===== src/hwlt_pkg.sv =====
`default_nettype none

package hwlt_pkg;

    // register byte offsets
    localparam logic [7:0] OFS_COUNT   = 8'h00;
    localparam logic [7:0] OFS_PERIOD  = 8'h04;
    localparam logic [7:0] OFS_CTRL0   = 8'h08;
    localparam logic [7:0] OFS_CTRL1   = 8'h0C;
    localparam logic [7:0] OFS_FLAG    = 8'h10;
    localparam logic [7:0] OFS_IRQ_EN  = 8'h14;

    // reset values
    localparam logic [7:0] RST_COUNT   = 8'h00;
    localparam logic [7:0] RST_PERIOD  = 8'hFF;

    // limit_control_0 fields
    localparam int CTRL0_PRE_LSB  = 0;
    localparam int CTRL0_ON_BIT   = 2;
    localparam int CTRL0_POST_LSB = 3;
    // limit_control_1 fields
    localparam int CTRL1_REN_BIT  = 0;
    localparam int CTRL1_FEN_BIT  = 1;
    localparam int CTRL1_SRC_LSB  = 2;
    localparam int CTRL1_RES_BIT  = 6;
    localparam int CTRL1_FES_BIT  = 7;
    localparam int FLAG_BIT       = 0;

    // timing
    localparam int         CLK_MHZ      = 125;
    localparam int         INST_DIV     = 4;
    localparam logic [1:0] INST_LAST    = 2'(INST_DIV - 1);

    // prescale terminal counts for 1:1, 1:4, 1:16, 1:64
    localparam logic [5:0] PRE_TC_1  = 6'h00;
    localparam logic [5:0] PRE_TC_4  = 6'h03;
    localparam logic [5:0] PRE_TC_16 = 6'h0F;
    localparam logic [5:0] PRE_TC_64 = 6'h3F;

    // external reset source codes
    localparam logic [2:0] SRC_CCP   = 3'h0;
    localparam logic [2:0] SRC_CMP1  = 3'h1;
    localparam logic [2:0] SRC_CMP2  = 3'h2;
    localparam logic [2:0] SRC_FAULT = 3'h3;
    localparam logic [2:0] SRC_WOUT0 = 3'h4;
    localparam logic [2:0] SRC_WOUT1 = 3'h5;

    typedef enum logic [2:0] {
        REG_COUNT  = 3'b000,
        REG_PERIOD = 3'b001,
        REG_CTRL0  = 3'b010,
        REG_CTRL1  = 3'b011,
        REG_FLAG   = 3'b100,
        REG_IRQ_EN = 3'b101,
        REG_NONE   = 3'b111
    } hwlt_reg_t;

    // selectable clearing inputs
    typedef struct packed {
        logic waveform_output_1;
        logic waveform_output_0;
        logic waveform_fault_pin;
        logic comparator_2;
        logic comparator_1;
        logic capture_compare_out;
    } hwlt_src_t;

    typedef struct packed {
        logic [1:0]  phase;
        logic [5:0]  pre;
        logic [3:0]  post;
        logic [7:0]  limit_count;
        logic [7:0]  limit_period;
        logic [3:0]  postscale_select;
        logic        timer_on;
        logic [1:0]  prescale_select;
        logic        falling_edge_sensitive;
        logic        rising_edge_sensitive;
        logic [2:0]  ext_reset_source;
        logic        falling_reset_enable;
        logic        rising_reset_enable;
        logic        limit_match_flag;
        logic        limit_match_irq_enable;
        logic        src_prev;
        logic        reset_pending;
        logic        match;
        logic        irq;
        logic        pready;
        logic        pslverr;
        logic [31:0] prdata;
    } hwlt_state_t;

endpackage

`default_nettype wire


===== src/hwlt_top.sv =====
// The APB register port and the register offsets were chosen for this implementation.
`timescale 1ns/1ps
`default_nettype none

module hwlt_top #(
    parameter int ADDR_W = 8
) (
    // clock, reset, enable
    input  wire logic               clk,
    input  wire logic               rst,
    input  wire logic               clk_en,
    input  wire logic               soft_rst,
    input  wire logic               sleep,
    // apb slave
    input  wire logic               psel,
    input  wire logic               penable,
    input  wire logic               pwrite,
    input  wire logic [ADDR_W-1:0]  paddr,
    input  wire logic [31:0]        pwdata,
    output logic [31:0]             prdata,
    output logic                    pready,
    output logic                    pslverr,
    // clearing sources
    input  wire hwlt_pkg::hwlt_src_t ext_src,
    // results
    output logic                    limit_match_out,
    output logic                    irq_out
);

    hwlt_pkg::hwlt_state_t st_ff;
    hwlt_pkg::hwlt_state_t nxt_st;

    function automatic hwlt_pkg::hwlt_reg_t decode(input logic [ADDR_W-1:0] a);
        logic [7:0] b;
        b = a[7:0];
        if (b == hwlt_pkg::OFS_COUNT) begin
            decode = hwlt_pkg::REG_COUNT;
        end else if (b == hwlt_pkg::OFS_PERIOD) begin
            decode = hwlt_pkg::REG_PERIOD;
        end else if (b == hwlt_pkg::OFS_CTRL0) begin
            decode = hwlt_pkg::REG_CTRL0;
        end else if (b == hwlt_pkg::OFS_CTRL1) begin
            decode = hwlt_pkg::REG_CTRL1;
        end else if (b == hwlt_pkg::OFS_FLAG) begin
            decode = hwlt_pkg::REG_FLAG;
        end else if (b == hwlt_pkg::OFS_IRQ_EN) begin
            decode = hwlt_pkg::REG_IRQ_EN;
        end else begin
            decode = hwlt_pkg::REG_NONE;
        end
    endfunction

    function automatic logic [5:0] pre_tc(input logic [1:0] sel);
        case (sel)
            2'h0:    pre_tc = hwlt_pkg::PRE_TC_1;
            2'h1:    pre_tc = hwlt_pkg::PRE_TC_4;
            2'h2:    pre_tc = hwlt_pkg::PRE_TC_16;
            default: pre_tc = hwlt_pkg::PRE_TC_64;
        endcase
    endfunction

    function automatic hwlt_pkg::hwlt_state_t reset_state();
        hwlt_pkg::hwlt_state_t s;
        s              = '0;
        s.limit_count  = hwlt_pkg::RST_COUNT;
        s.limit_period = hwlt_pkg::RST_PERIOD;
        reset_state    = s;
    endfunction

    // bus phases
    logic              access;
    logic              done;
    logic              wr;
    hwlt_pkg::hwlt_reg_t sel_reg;
    logic              wr_count;
    logic              wr_ctrl0;
    // timer clocking
    logic              inst_tick;
    logic              pre_done;
    logic              tick;
    logic              eq;
    logic              match_now;
    // external clear
    logic              src_valid;
    logic              src_now;
    logic              rise_ev;
    logic              fall_ev;

    always_comb begin
        sel_reg   = decode(paddr);
        access    = psel & penable & ~st_ff.pready;
        done      = psel & penable & st_ff.pready;
        wr        = done & pwrite;
        wr_count  = wr & (sel_reg == hwlt_pkg::REG_COUNT);
        wr_ctrl0  = wr & (sel_reg == hwlt_pkg::REG_CTRL0);

        inst_tick = (st_ff.phase == hwlt_pkg::INST_LAST) & ~sleep;
        pre_done  = st_ff.pre == pre_tc(st_ff.prescale_select);
        tick      = st_ff.timer_on & inst_tick & pre_done;
        eq        = st_ff.limit_count == st_ff.limit_period;
        match_now = tick & eq & ~st_ff.reset_pending & ~wr_count;

        src_valid = 1'b1;
        case (st_ff.ext_reset_source)
            hwlt_pkg::SRC_CCP:   src_now = ext_src.capture_compare_out;
            hwlt_pkg::SRC_CMP1:  src_now = ext_src.comparator_1;
            hwlt_pkg::SRC_CMP2:  src_now = ext_src.comparator_2;
            hwlt_pkg::SRC_FAULT: src_now = ext_src.waveform_fault_pin;
            hwlt_pkg::SRC_WOUT0: src_now = ext_src.waveform_output_0;
            hwlt_pkg::SRC_WOUT1: src_now = ext_src.waveform_output_1;
            default: begin
                src_now   = 1'b0;
                src_valid = 1'b0;
            end
        endcase
        rise_ev = src_valid & st_ff.rising_reset_enable
                & (st_ff.rising_edge_sensitive ? src_now & ~st_ff.src_prev : src_now);
        fall_ev = src_valid & st_ff.falling_reset_enable
                & (st_ff.falling_edge_sensitive ? ~src_now & st_ff.src_prev : ~src_now);
    end

    always_comb begin
        nxt_st = st_ff;

        // instruction clock phase
        nxt_st.phase = st_ff.phase + 2'h1;
        if (sleep) begin
            nxt_st.phase = st_ff.phase;
        end

        // prescaler
        if (st_ff.timer_on & inst_tick) begin
            nxt_st.pre = pre_done ? 6'h00 : st_ff.pre + 6'h01;
        end

        // external clear capture; new events win over tick consumption
        nxt_st.src_prev      = src_now;
        nxt_st.reset_pending = rise_ev | fall_ev | (st_ff.reset_pending & ~tick);

        // count
        nxt_st.match = match_now;
        if (tick) begin
            if (st_ff.reset_pending) begin
                nxt_st.limit_count = 8'h00;
            end else if (eq) begin
                nxt_st.limit_count = 8'h00;
            end else begin
                nxt_st.limit_count = st_ff.limit_count + 8'h01;
            end
        end

        // postscaler and flag, set beats clear
        if (wr & (sel_reg == hwlt_pkg::REG_FLAG) & ~pwdata[hwlt_pkg::FLAG_BIT]) begin
            nxt_st.limit_match_flag = 1'b0;
        end
        if (match_now) begin
            if (st_ff.post == st_ff.postscale_select) begin
                nxt_st.post             = 4'h0;
                nxt_st.limit_match_flag = 1'b1;
            end else begin
                nxt_st.post = st_ff.post + 4'h1;
            end
        end
        nxt_st.irq = st_ff.limit_match_flag & st_ff.limit_match_irq_enable;

        // register writes at the completing edge
        if (wr) begin
            if (sel_reg == hwlt_pkg::REG_COUNT) begin
                nxt_st.limit_count   = pwdata[7:0];
                nxt_st.reset_pending = 1'b0;
                nxt_st.pre           = 6'h00;
                nxt_st.post          = 4'h0;
            end else if (sel_reg == hwlt_pkg::REG_PERIOD) begin
                nxt_st.limit_period = pwdata[7:0];
            end else if (sel_reg == hwlt_pkg::REG_CTRL0) begin
                nxt_st.prescale_select  = pwdata[hwlt_pkg::CTRL0_PRE_LSB +: 2];
                nxt_st.timer_on         = pwdata[hwlt_pkg::CTRL0_ON_BIT];
                nxt_st.postscale_select = pwdata[hwlt_pkg::CTRL0_POST_LSB +: 4];
                nxt_st.pre              = 6'h00;
                nxt_st.post             = 4'h0;
            end else if (sel_reg == hwlt_pkg::REG_CTRL1) begin
                nxt_st.rising_reset_enable    = pwdata[hwlt_pkg::CTRL1_REN_BIT];
                nxt_st.falling_reset_enable   = pwdata[hwlt_pkg::CTRL1_FEN_BIT];
                nxt_st.ext_reset_source       = pwdata[hwlt_pkg::CTRL1_SRC_LSB +: 3];
                nxt_st.rising_edge_sensitive  = pwdata[hwlt_pkg::CTRL1_RES_BIT];
                nxt_st.falling_edge_sensitive = pwdata[hwlt_pkg::CTRL1_FES_BIT];
            end else if (sel_reg == hwlt_pkg::REG_IRQ_EN) begin
                nxt_st.limit_match_irq_enable = pwdata[hwlt_pkg::FLAG_BIT];
            end
        end

        // apb answer, one wait state
        nxt_st.pready  = access;
        nxt_st.pslverr = access & (sel_reg == hwlt_pkg::REG_NONE);
        if (access) begin
            nxt_st.prdata = 32'h0000_0000;
            if (sel_reg == hwlt_pkg::REG_COUNT) begin
                nxt_st.prdata[7:0] = st_ff.limit_count;
            end else if (sel_reg == hwlt_pkg::REG_PERIOD) begin
                nxt_st.prdata[7:0] = st_ff.limit_period;
            end else if (sel_reg == hwlt_pkg::REG_CTRL0) begin
                nxt_st.prdata[6:0] = {st_ff.postscale_select, st_ff.timer_on,
                                      st_ff.prescale_select};
            end else if (sel_reg == hwlt_pkg::REG_CTRL1) begin
                nxt_st.prdata[7:0] = {st_ff.falling_edge_sensitive,
                                      st_ff.rising_edge_sensitive, 1'b0,
                                      st_ff.ext_reset_source,
                                      st_ff.falling_reset_enable,
                                      st_ff.rising_reset_enable};
            end else if (sel_reg == hwlt_pkg::REG_FLAG) begin
                nxt_st.prdata[hwlt_pkg::FLAG_BIT] = st_ff.limit_match_flag;
            end else if (sel_reg == hwlt_pkg::REG_IRQ_EN) begin
                nxt_st.prdata[hwlt_pkg::FLAG_BIT] = st_ff.limit_match_irq_enable;
            end
        end

        // reset instruction acts like any device reset
        if (soft_rst) begin
            nxt_st = reset_state();
        end
    end

    always_ff @(posedge clk or posedge rst) begin
        if (rst) begin
            st_ff <= reset_state();
        end else if (clk_en) begin
            st_ff <= nxt_st;
        end
    end

    always_comb begin
        prdata          = st_ff.prdata;
        pready          = st_ff.pready;
        pslverr         = st_ff.pslverr;
        limit_match_out = st_ff.match;
        irq_out         = st_ff.irq;
    end

    logic run;
    assign run = clk_en & ~soft_rst;
endmodule

`default_nettype wire


===== config.mk =====
export PLATFORM = sky130hd
export DESIGN_NAME = hwlt_top
export DESIGN_NICKNAME = d
export VERILOG_FILES = /design/src/hwlt_pkg.sv /design/src/hwlt_top.sv
export SDC_FILE = /design/constraint.sdc
export NUM_CORES = 1
export LEC_CHECK = 0
export BUFFER_PORTS_ARGS = -buffer_cell sky130_fd_sc_hd__buf_2
export CELL_PAD_IN_SITES_DETAIL_PLACEMENT = 1
export CELL_PAD_IN_SITES_GLOBAL_PLACEMENT = 1
export CORE_UTILIZATION = 40
export CTS_CLUSTER_DIAMETER = 80
export DETAILED_ROUTE_END_ITERATION = 6
export PLACE_DENSITY = 0.84
export SYNTH_ARGS = -nofsm -noshare
export SYNTH_HDL_FRONTEND = slang
export SYNTH_SLANG_ARGS = --single-unit
export TNS_END_PERCENT = 50

===== constraint.sdc =====
create_clock -name clk -period 2.8 [get_ports clk]
set_input_delay 0.56 -clock clk [delete_from_list [all_inputs] [get_ports clk]]
set_output_delay 0.56 -clock clk [all_outputs]
set_load 0.01 [all_outputs]

==> impl_metrics.toml, run 1 <==
[clock_network]
cts_setup_buffers = 0
cts_tree = "built"
cts.path.max_buffers = 2
ctsHoldBuffers = 0
root_buffer = "clkbuf_8"
postCtsResizedCells = 0
cts.sinks = 58
clkLatencyLatePin_ns = 0.35
htreeDepth = 3
clkTransAtPathRegs_ns = 0.07
cts_buffers = 9

[synthesis]
ys_ff_latch = 58
yosys_warnings = 0
syn_area_um2 = 3670
yosysTopAreaCell = "dfrtp_1"
synth_top_area_share_pct = 34.1
yosysSeqAreaShare_pct = 39.8
synthCells = 403
async_flop_share_pct = 100
synth_edf_count = 0
ys.flop_type = "dfrtp_1"
avgSynthCellArea_um2 = 9.10
netlist_top_cells_area = "dfrtp_1 (34%), buf_4 (6.5%), dfstp_2 (5.7%)"
synth_cell_types = 63

[global_route]
antenna_found_initial = 0
grt_pass1_vias = 3326
grt_pass1_wl_mm = 17.5
grt_overflow = 0
groute.usage.overall_pct = 23.6
grt_start_max_net_pins = 59

[hold_path]
hold_path.class = "input port to asynchronous set/reset pin"

[route]
viasPerCell = 5.96
dr.pass1.iters = 7
drt-total-wl_mm = 10.6
drt_iter0_drc = 208
wl_per_cell_um = 19.2
vias = 3298
postRouteAntennaNets = 0
drc_errors = 14

[power_and_ir_drop]
vdd.ir_drop.worst_mv = 0.193
p_leak_uw = 0.00183
powerDensity_nw_per_um2 = 477

[critical_path]
crit_top_cell = "nor4_1"
crit_fanout = 4
arrival_ns = 2.88
r2r_slack_ns = 0.16
reg2reg_depth = 6
cp-start-kind = "register"
endpoint_kind = "register"
timing.rr.start = "st_ff[60]"
cp_top_family = "simple AND/OR/NAND/NOR gates"
critical_path_class = "register to register"
critical_path.slowest_cell = "nor4_1"
max_stage_delay_ns = 0.60
worstReg2RegEnd = "st_ff[71]"
cp.buffers_inverters = 0
path_cells = "xor2_1, nor4_1, nand2_1, nor4_1, o21ai_1, a22o_2"
worstPathRequired_ns = 3.04

[floorplan]
start_util_pct = 41.7
die_area_um2 = 9560
row_count = 34
die_w_um = 97.8
die_h_um = 97.8
core_area_um2 = 8810
ios = 90

[sta]
setup_viol = 0
fin_worst_skew_ns = 0.00776
worst_pin_slew_ns = 0.996
relSlewSlack_pct = 33.2
rsz0062_at_grt = "no"
fin_crit_sh_pct = 94.2
holdWs_ns = 0.418
finalHoldViolCount = 0
min_period_ns = 2.64
fmax_mhz = 379
fin_tns_setup_ns = 0
drv_slew = 0

[finish]
drive_above_1_share_pct = 23.4
num_antenna_cells = 0
area_delta_synth_final_pct = 10.8
nets = 498

[status]
outcome = "finished, violations left"
violations = "design-rule violations"

[placed_design]
dp.final_hpwl_mm = 7.63
io_buffers = 41
gp_congestion = 0.837

[run]
drv_cap = 0
-- registers in the layout, indices dropped and copies added (netlist names) --
signal,count
st_ff,46
pslverr,1
limit_match_out,1
pready,1
irq_out,1
prdata,8
-- where the power goes --
group,switching [µW],total (µW),internal [µW]
registers,38.9,917,878
clock network,346,805,460
logic,146,219,73.2
total,530,1940,1410
-- kinds of logic after synthesis --
| family | after synthesis | share of synthesized area (%) |
|---|---|---|
| compound gates | 118 | 22.2 |
| xor+xnor | 12 | 2.86 |
| fa+ha+maj | 4 | 1.36 |
| buf+inv | 63 | 10.3 |
| flops | 58 | 39.8 |
| mux | 20 | 6.34 |
| other cells | 1 | 0.102 |
| simple gates | 127 | 17.1 |
-- per-layer routing --
layer	part of all wire, %	vias up	track usage [%]
met3	5.5	25	3.44
met5	0	-	0
li1	-	1500	-
met4	2.3	0	8.97
met1	43	1639	30.3
met2	49	134	40.3
-- final cells by class --
class	instances	area, µm²
Multi-Input combinational cell	305	1920
Clock inverter	2	35.0
Timing Repair Buffer	56	318
Inverter	10	37.5
Fill cell	1049	4740
Clock buffer	14	163
Sequential cell	58	1460
Tap cell	108	135
-- metrics by stage --
step / cells / utilization (%) / power [µW] / setup slack [ns] / instance area [µm²]
6_report: 553 / 46.2 / 1940 / 0.162 / 4070
5_1_grt: 553 / 46.2 / 2010 / 0.0273 / 4070
4_1_cts: 553 / 46.2 / 1950 / 0.182 / 4070
3_5_place_dp: 537 / 43.9 / 1150 / 0.203 / 3870
3_3_place_gp: 537 / 43.9 / 1130 / 0.290 / 3870
2_1_floorplan: 426 / - / 1080 / 0.477 / 3750
-- synth_stat cells, types with 9 or more instances --
cell type and count:
a21oi_1 22, inv_1 9, nand3_1 11, buf_4 32, mux2_2 12, nand2_1 44, xor2_1 12, dfrtp_1 50
nor2_1 21, clkbuf_1 16, o21ai_0 34, nor3_1 14
-- cells in the final DEF, fill, tap and decap left out, drive strengths merged, types with 3 or more instances in the layout --
| cell | Yosys | final |
|---|---|---|
| o21ai | 37 | 37 |
| o311a | 4 | 4 |
| and2 | 7 | 7 |
| dfrtp | 50 | 50 |
| o2bb2ai | 6 | 6 |
| inv | 9 | 9 |
| mux2i | 6 | 6 |
| or3 | 3 | 3 |
| nand2 | 44 | 44 |
| conb | 1 | 24 |
| o41ai | 3 | 3 |
| a22oi | 7 | 7 |
| nand2b | 3 | 3 |
| nor3 | 15 | 15 |
| nor2 | 21 | 21 |
| a21o | 4 | 4 |
| nand3 | 11 | 11 |
| and3 | 6 | 6 |
| mux2 | 13 | 13 |
| nand4 | 4 | 4 |
| xor2 | 12 | 12 |
| dfstp | 8 | 8 |
| o21a | 3 | 3 |
| a22o | 5 | 5 |
| buf | 35 | 56 |
| clkbuf | 18 | 14 |
| nor4 | 5 | 5 |
| a32o | 4 | 4 |
| ha | 4 | 4 |
| a21oi | 22 | 22 |
| a221oi | 7 | 7 |
-- worst min-delay path: stages --
cell and delay [ns]:
buf_2 0.10, inv_2 0.03, buf_4 0.59
-- how the worst max path moves through the flow --
stage / startpoint / end / slack, ns / cells after the start
floorplan: paddr[1] / st_ff[40] / 0.48 / 5
global route: st_ff[60] / st_ff[70] / 0.03 / 6
finish: st_ff[60] / st_ff[71] / 0.16 / 6
detailed placement: st_ff[60] / st_ff[70] / 0.20 / 6
CTS: st_ff[60] / st_ff[70] / 0.18 / 6
global placement: st_ff[60] / st_ff[70] / 0.29 / 6
(Power assumes the default switching activity.)
==> inputs of run 2 (changes only) <==
SETUP_SLACK_MARGIN = 0.4   (was default)
==> impl_metrics.toml, run 2 (synthesis results as in run 1) <==
[sta]
fmax_mhz = 429
setup_viol = 0
rsz0062_at_grt = "yes"
min_period_ns = 2.33
fin_tns_setup_ns = 0
worst_pin_slew_ns = 0.984
fin_ws_ns = 0.472
finalHoldViolCount = 0
fin_worst_skew_ns = 0.00829
fin_crit_sh_pct = 83.2
relSlewSlack_pct = 34.0
drv_slew = 0

[floorplan]
ios = 90
row_count = 34
core_area_um2 = 8810
die_w_um = 97.8
start_util_pct = 41.7
die_area_um2 = 9560
die_h_um = 97.8

[clock_network]
clkLatencyLatePin_ns = 0.35
ctsHoldBuffers = 0
htreeDepth = 3
cts_tree = "built"
cts_buffers = 9
cts.path.max_buffers = 2
cts_setup_buffers = 0
clkTransAtPathRegs_ns = 0.07
cts.sinks = 58
root_buffer = "clkbuf_8"

[placed_design]
dp.final_hpwl_mm = 7.63
io_buffers = 41
post-place-ws_ns = 0.203
dp_cells = 537
gp_congestion = 0.837

[finish]
nets = 498
final_cell_mix = "dfrtp_1 (50), nand2_1 (43), buf_2 (41), o21ai_0 (33), conb_1 (24)"
area_delta_synth_final_pct = 12.0
fin_util_pct = 46.7
fin_cells = 553
num_antenna_cells = 0
num-fill-cells = 1051
layout_commonest_cell = "dfrtp_1"
regMostFlops = "st_ff"
largest_register_ffs = 46
drive_above_1_share_pct = 24.5

[global_route]
groute.usage.overall_pct = 23.6
grt_pass1_wl_mm = 17.5
antenna_found_initial = 0
grt_pass1_vias = 3335
grt_overflow = 0
grt_start_max_net_pins = 59

[route]
drt-total-wl_mm = 10.7
postRouteAntennaNets = 0
drt_iter0_drc = 227
viasPerCell = 5.93
drc_errors = 14
vias = 3279
wl_per_cell_um = 19.4
dr.pass1.iters = 7

[critical_path]
crit_fanout = 5
critical_path_class = "register to register"
r2r_slack_ns = 0.47
cp-start-kind = "register"
worstPathRequired_ns = 3.09
endpoint_kind = "register"
arrival_ns = 2.62

[status]
outcome = "finished, violations left"
violations = "design-rule violations"

[power_and_ir_drop]
powerDensity_nw_per_um2 = 476
p_leak_uw = 0.00183
power_uw = 1950
vdd.ir_drop.worst_mv = 0.195

[run]
drv_cap = 0

[hold_path]
hold_path.class = "input port to asynchronous set/reset pin"
run 2: cell counts in the layout (fill, tap and decap cells not counted):
Identical to the previous run, type by type.
run 2: worst paths after layout:
kind	startpoint	end	depth (start not counted)
setup / recovery	st_ff[48]	st_ff[70]	6
hold / removal	rst	st_ff[38]	3
setup reg to reg	st_ff[48]	st_ff[70]	6
hold reg to reg	prdata[0]	prdata[0]	2
max in group asynchronous	rst	st_ff[65]	3
min in group clk	prdata[0]	prdata[0]	2
run 2: layer usage:
metal | wire [µm] | vias up | share of wire [%] | global-route usage (%)
met2 | 5350 | 123 | 50 | 40.3
li1 | - | 1496 | - | -
met5 | 0 | - | 0 | 0
met1 | 4650 | 1641 | 43 | 30.4
met4 | 199 | 0 | 1.9 | 8.97
met3 | 533 | 19 | 5.0 | 3.44
run 2: worst max-delay path, stage by stage (launching register included):
cell	delay (ns)
dfrtp_1	0.43
nand3b_1	0.18
a211o_1	0.33
a221o_1	0.42
or4_4	0.53
nor3_2	0.20
mux2_4	0.17
run 2: power breakdown:
| part | internal [µW] | switching, µW |
|---|---|---|
| Sequential | 878 | 40.7 |
| Combinational | 77.2 | 152 |
| Clock | 460 | 347 |
| Total | 1410 | 540 |
run 2: area by class of cell:
cell class                 instances  area [µm²]  area share [%]
timing repair buffer              56         318            7.73
clock buffer                      14         163            3.96
clock inverter                     2        35.0           0.853
tap                              108         135            3.29
multi-input combinational        305        1960            47.7
sequential                        58        1460            35.6
inverter                          10        37.5           0.914
run 2: what timing repair did:
item / 4_1_cts / 5_1_grt
resized for setup: 2 / 6
pin swaps: 0 / 0
setup endpoints to repair: 5 / 11
run 2: per-stage QoR:
stage / hold WS (ns) / cell area (µm²)
6_report: 0.414 / 4110
5_1_grt: 0.487 / 4110
4_1_cts: 0.454 / 4080
3_5_place_dp: 0.463 / 3870
3_3_place_gp: 0.458 / 3870
2_1_floorplan: 0.444 / 3750
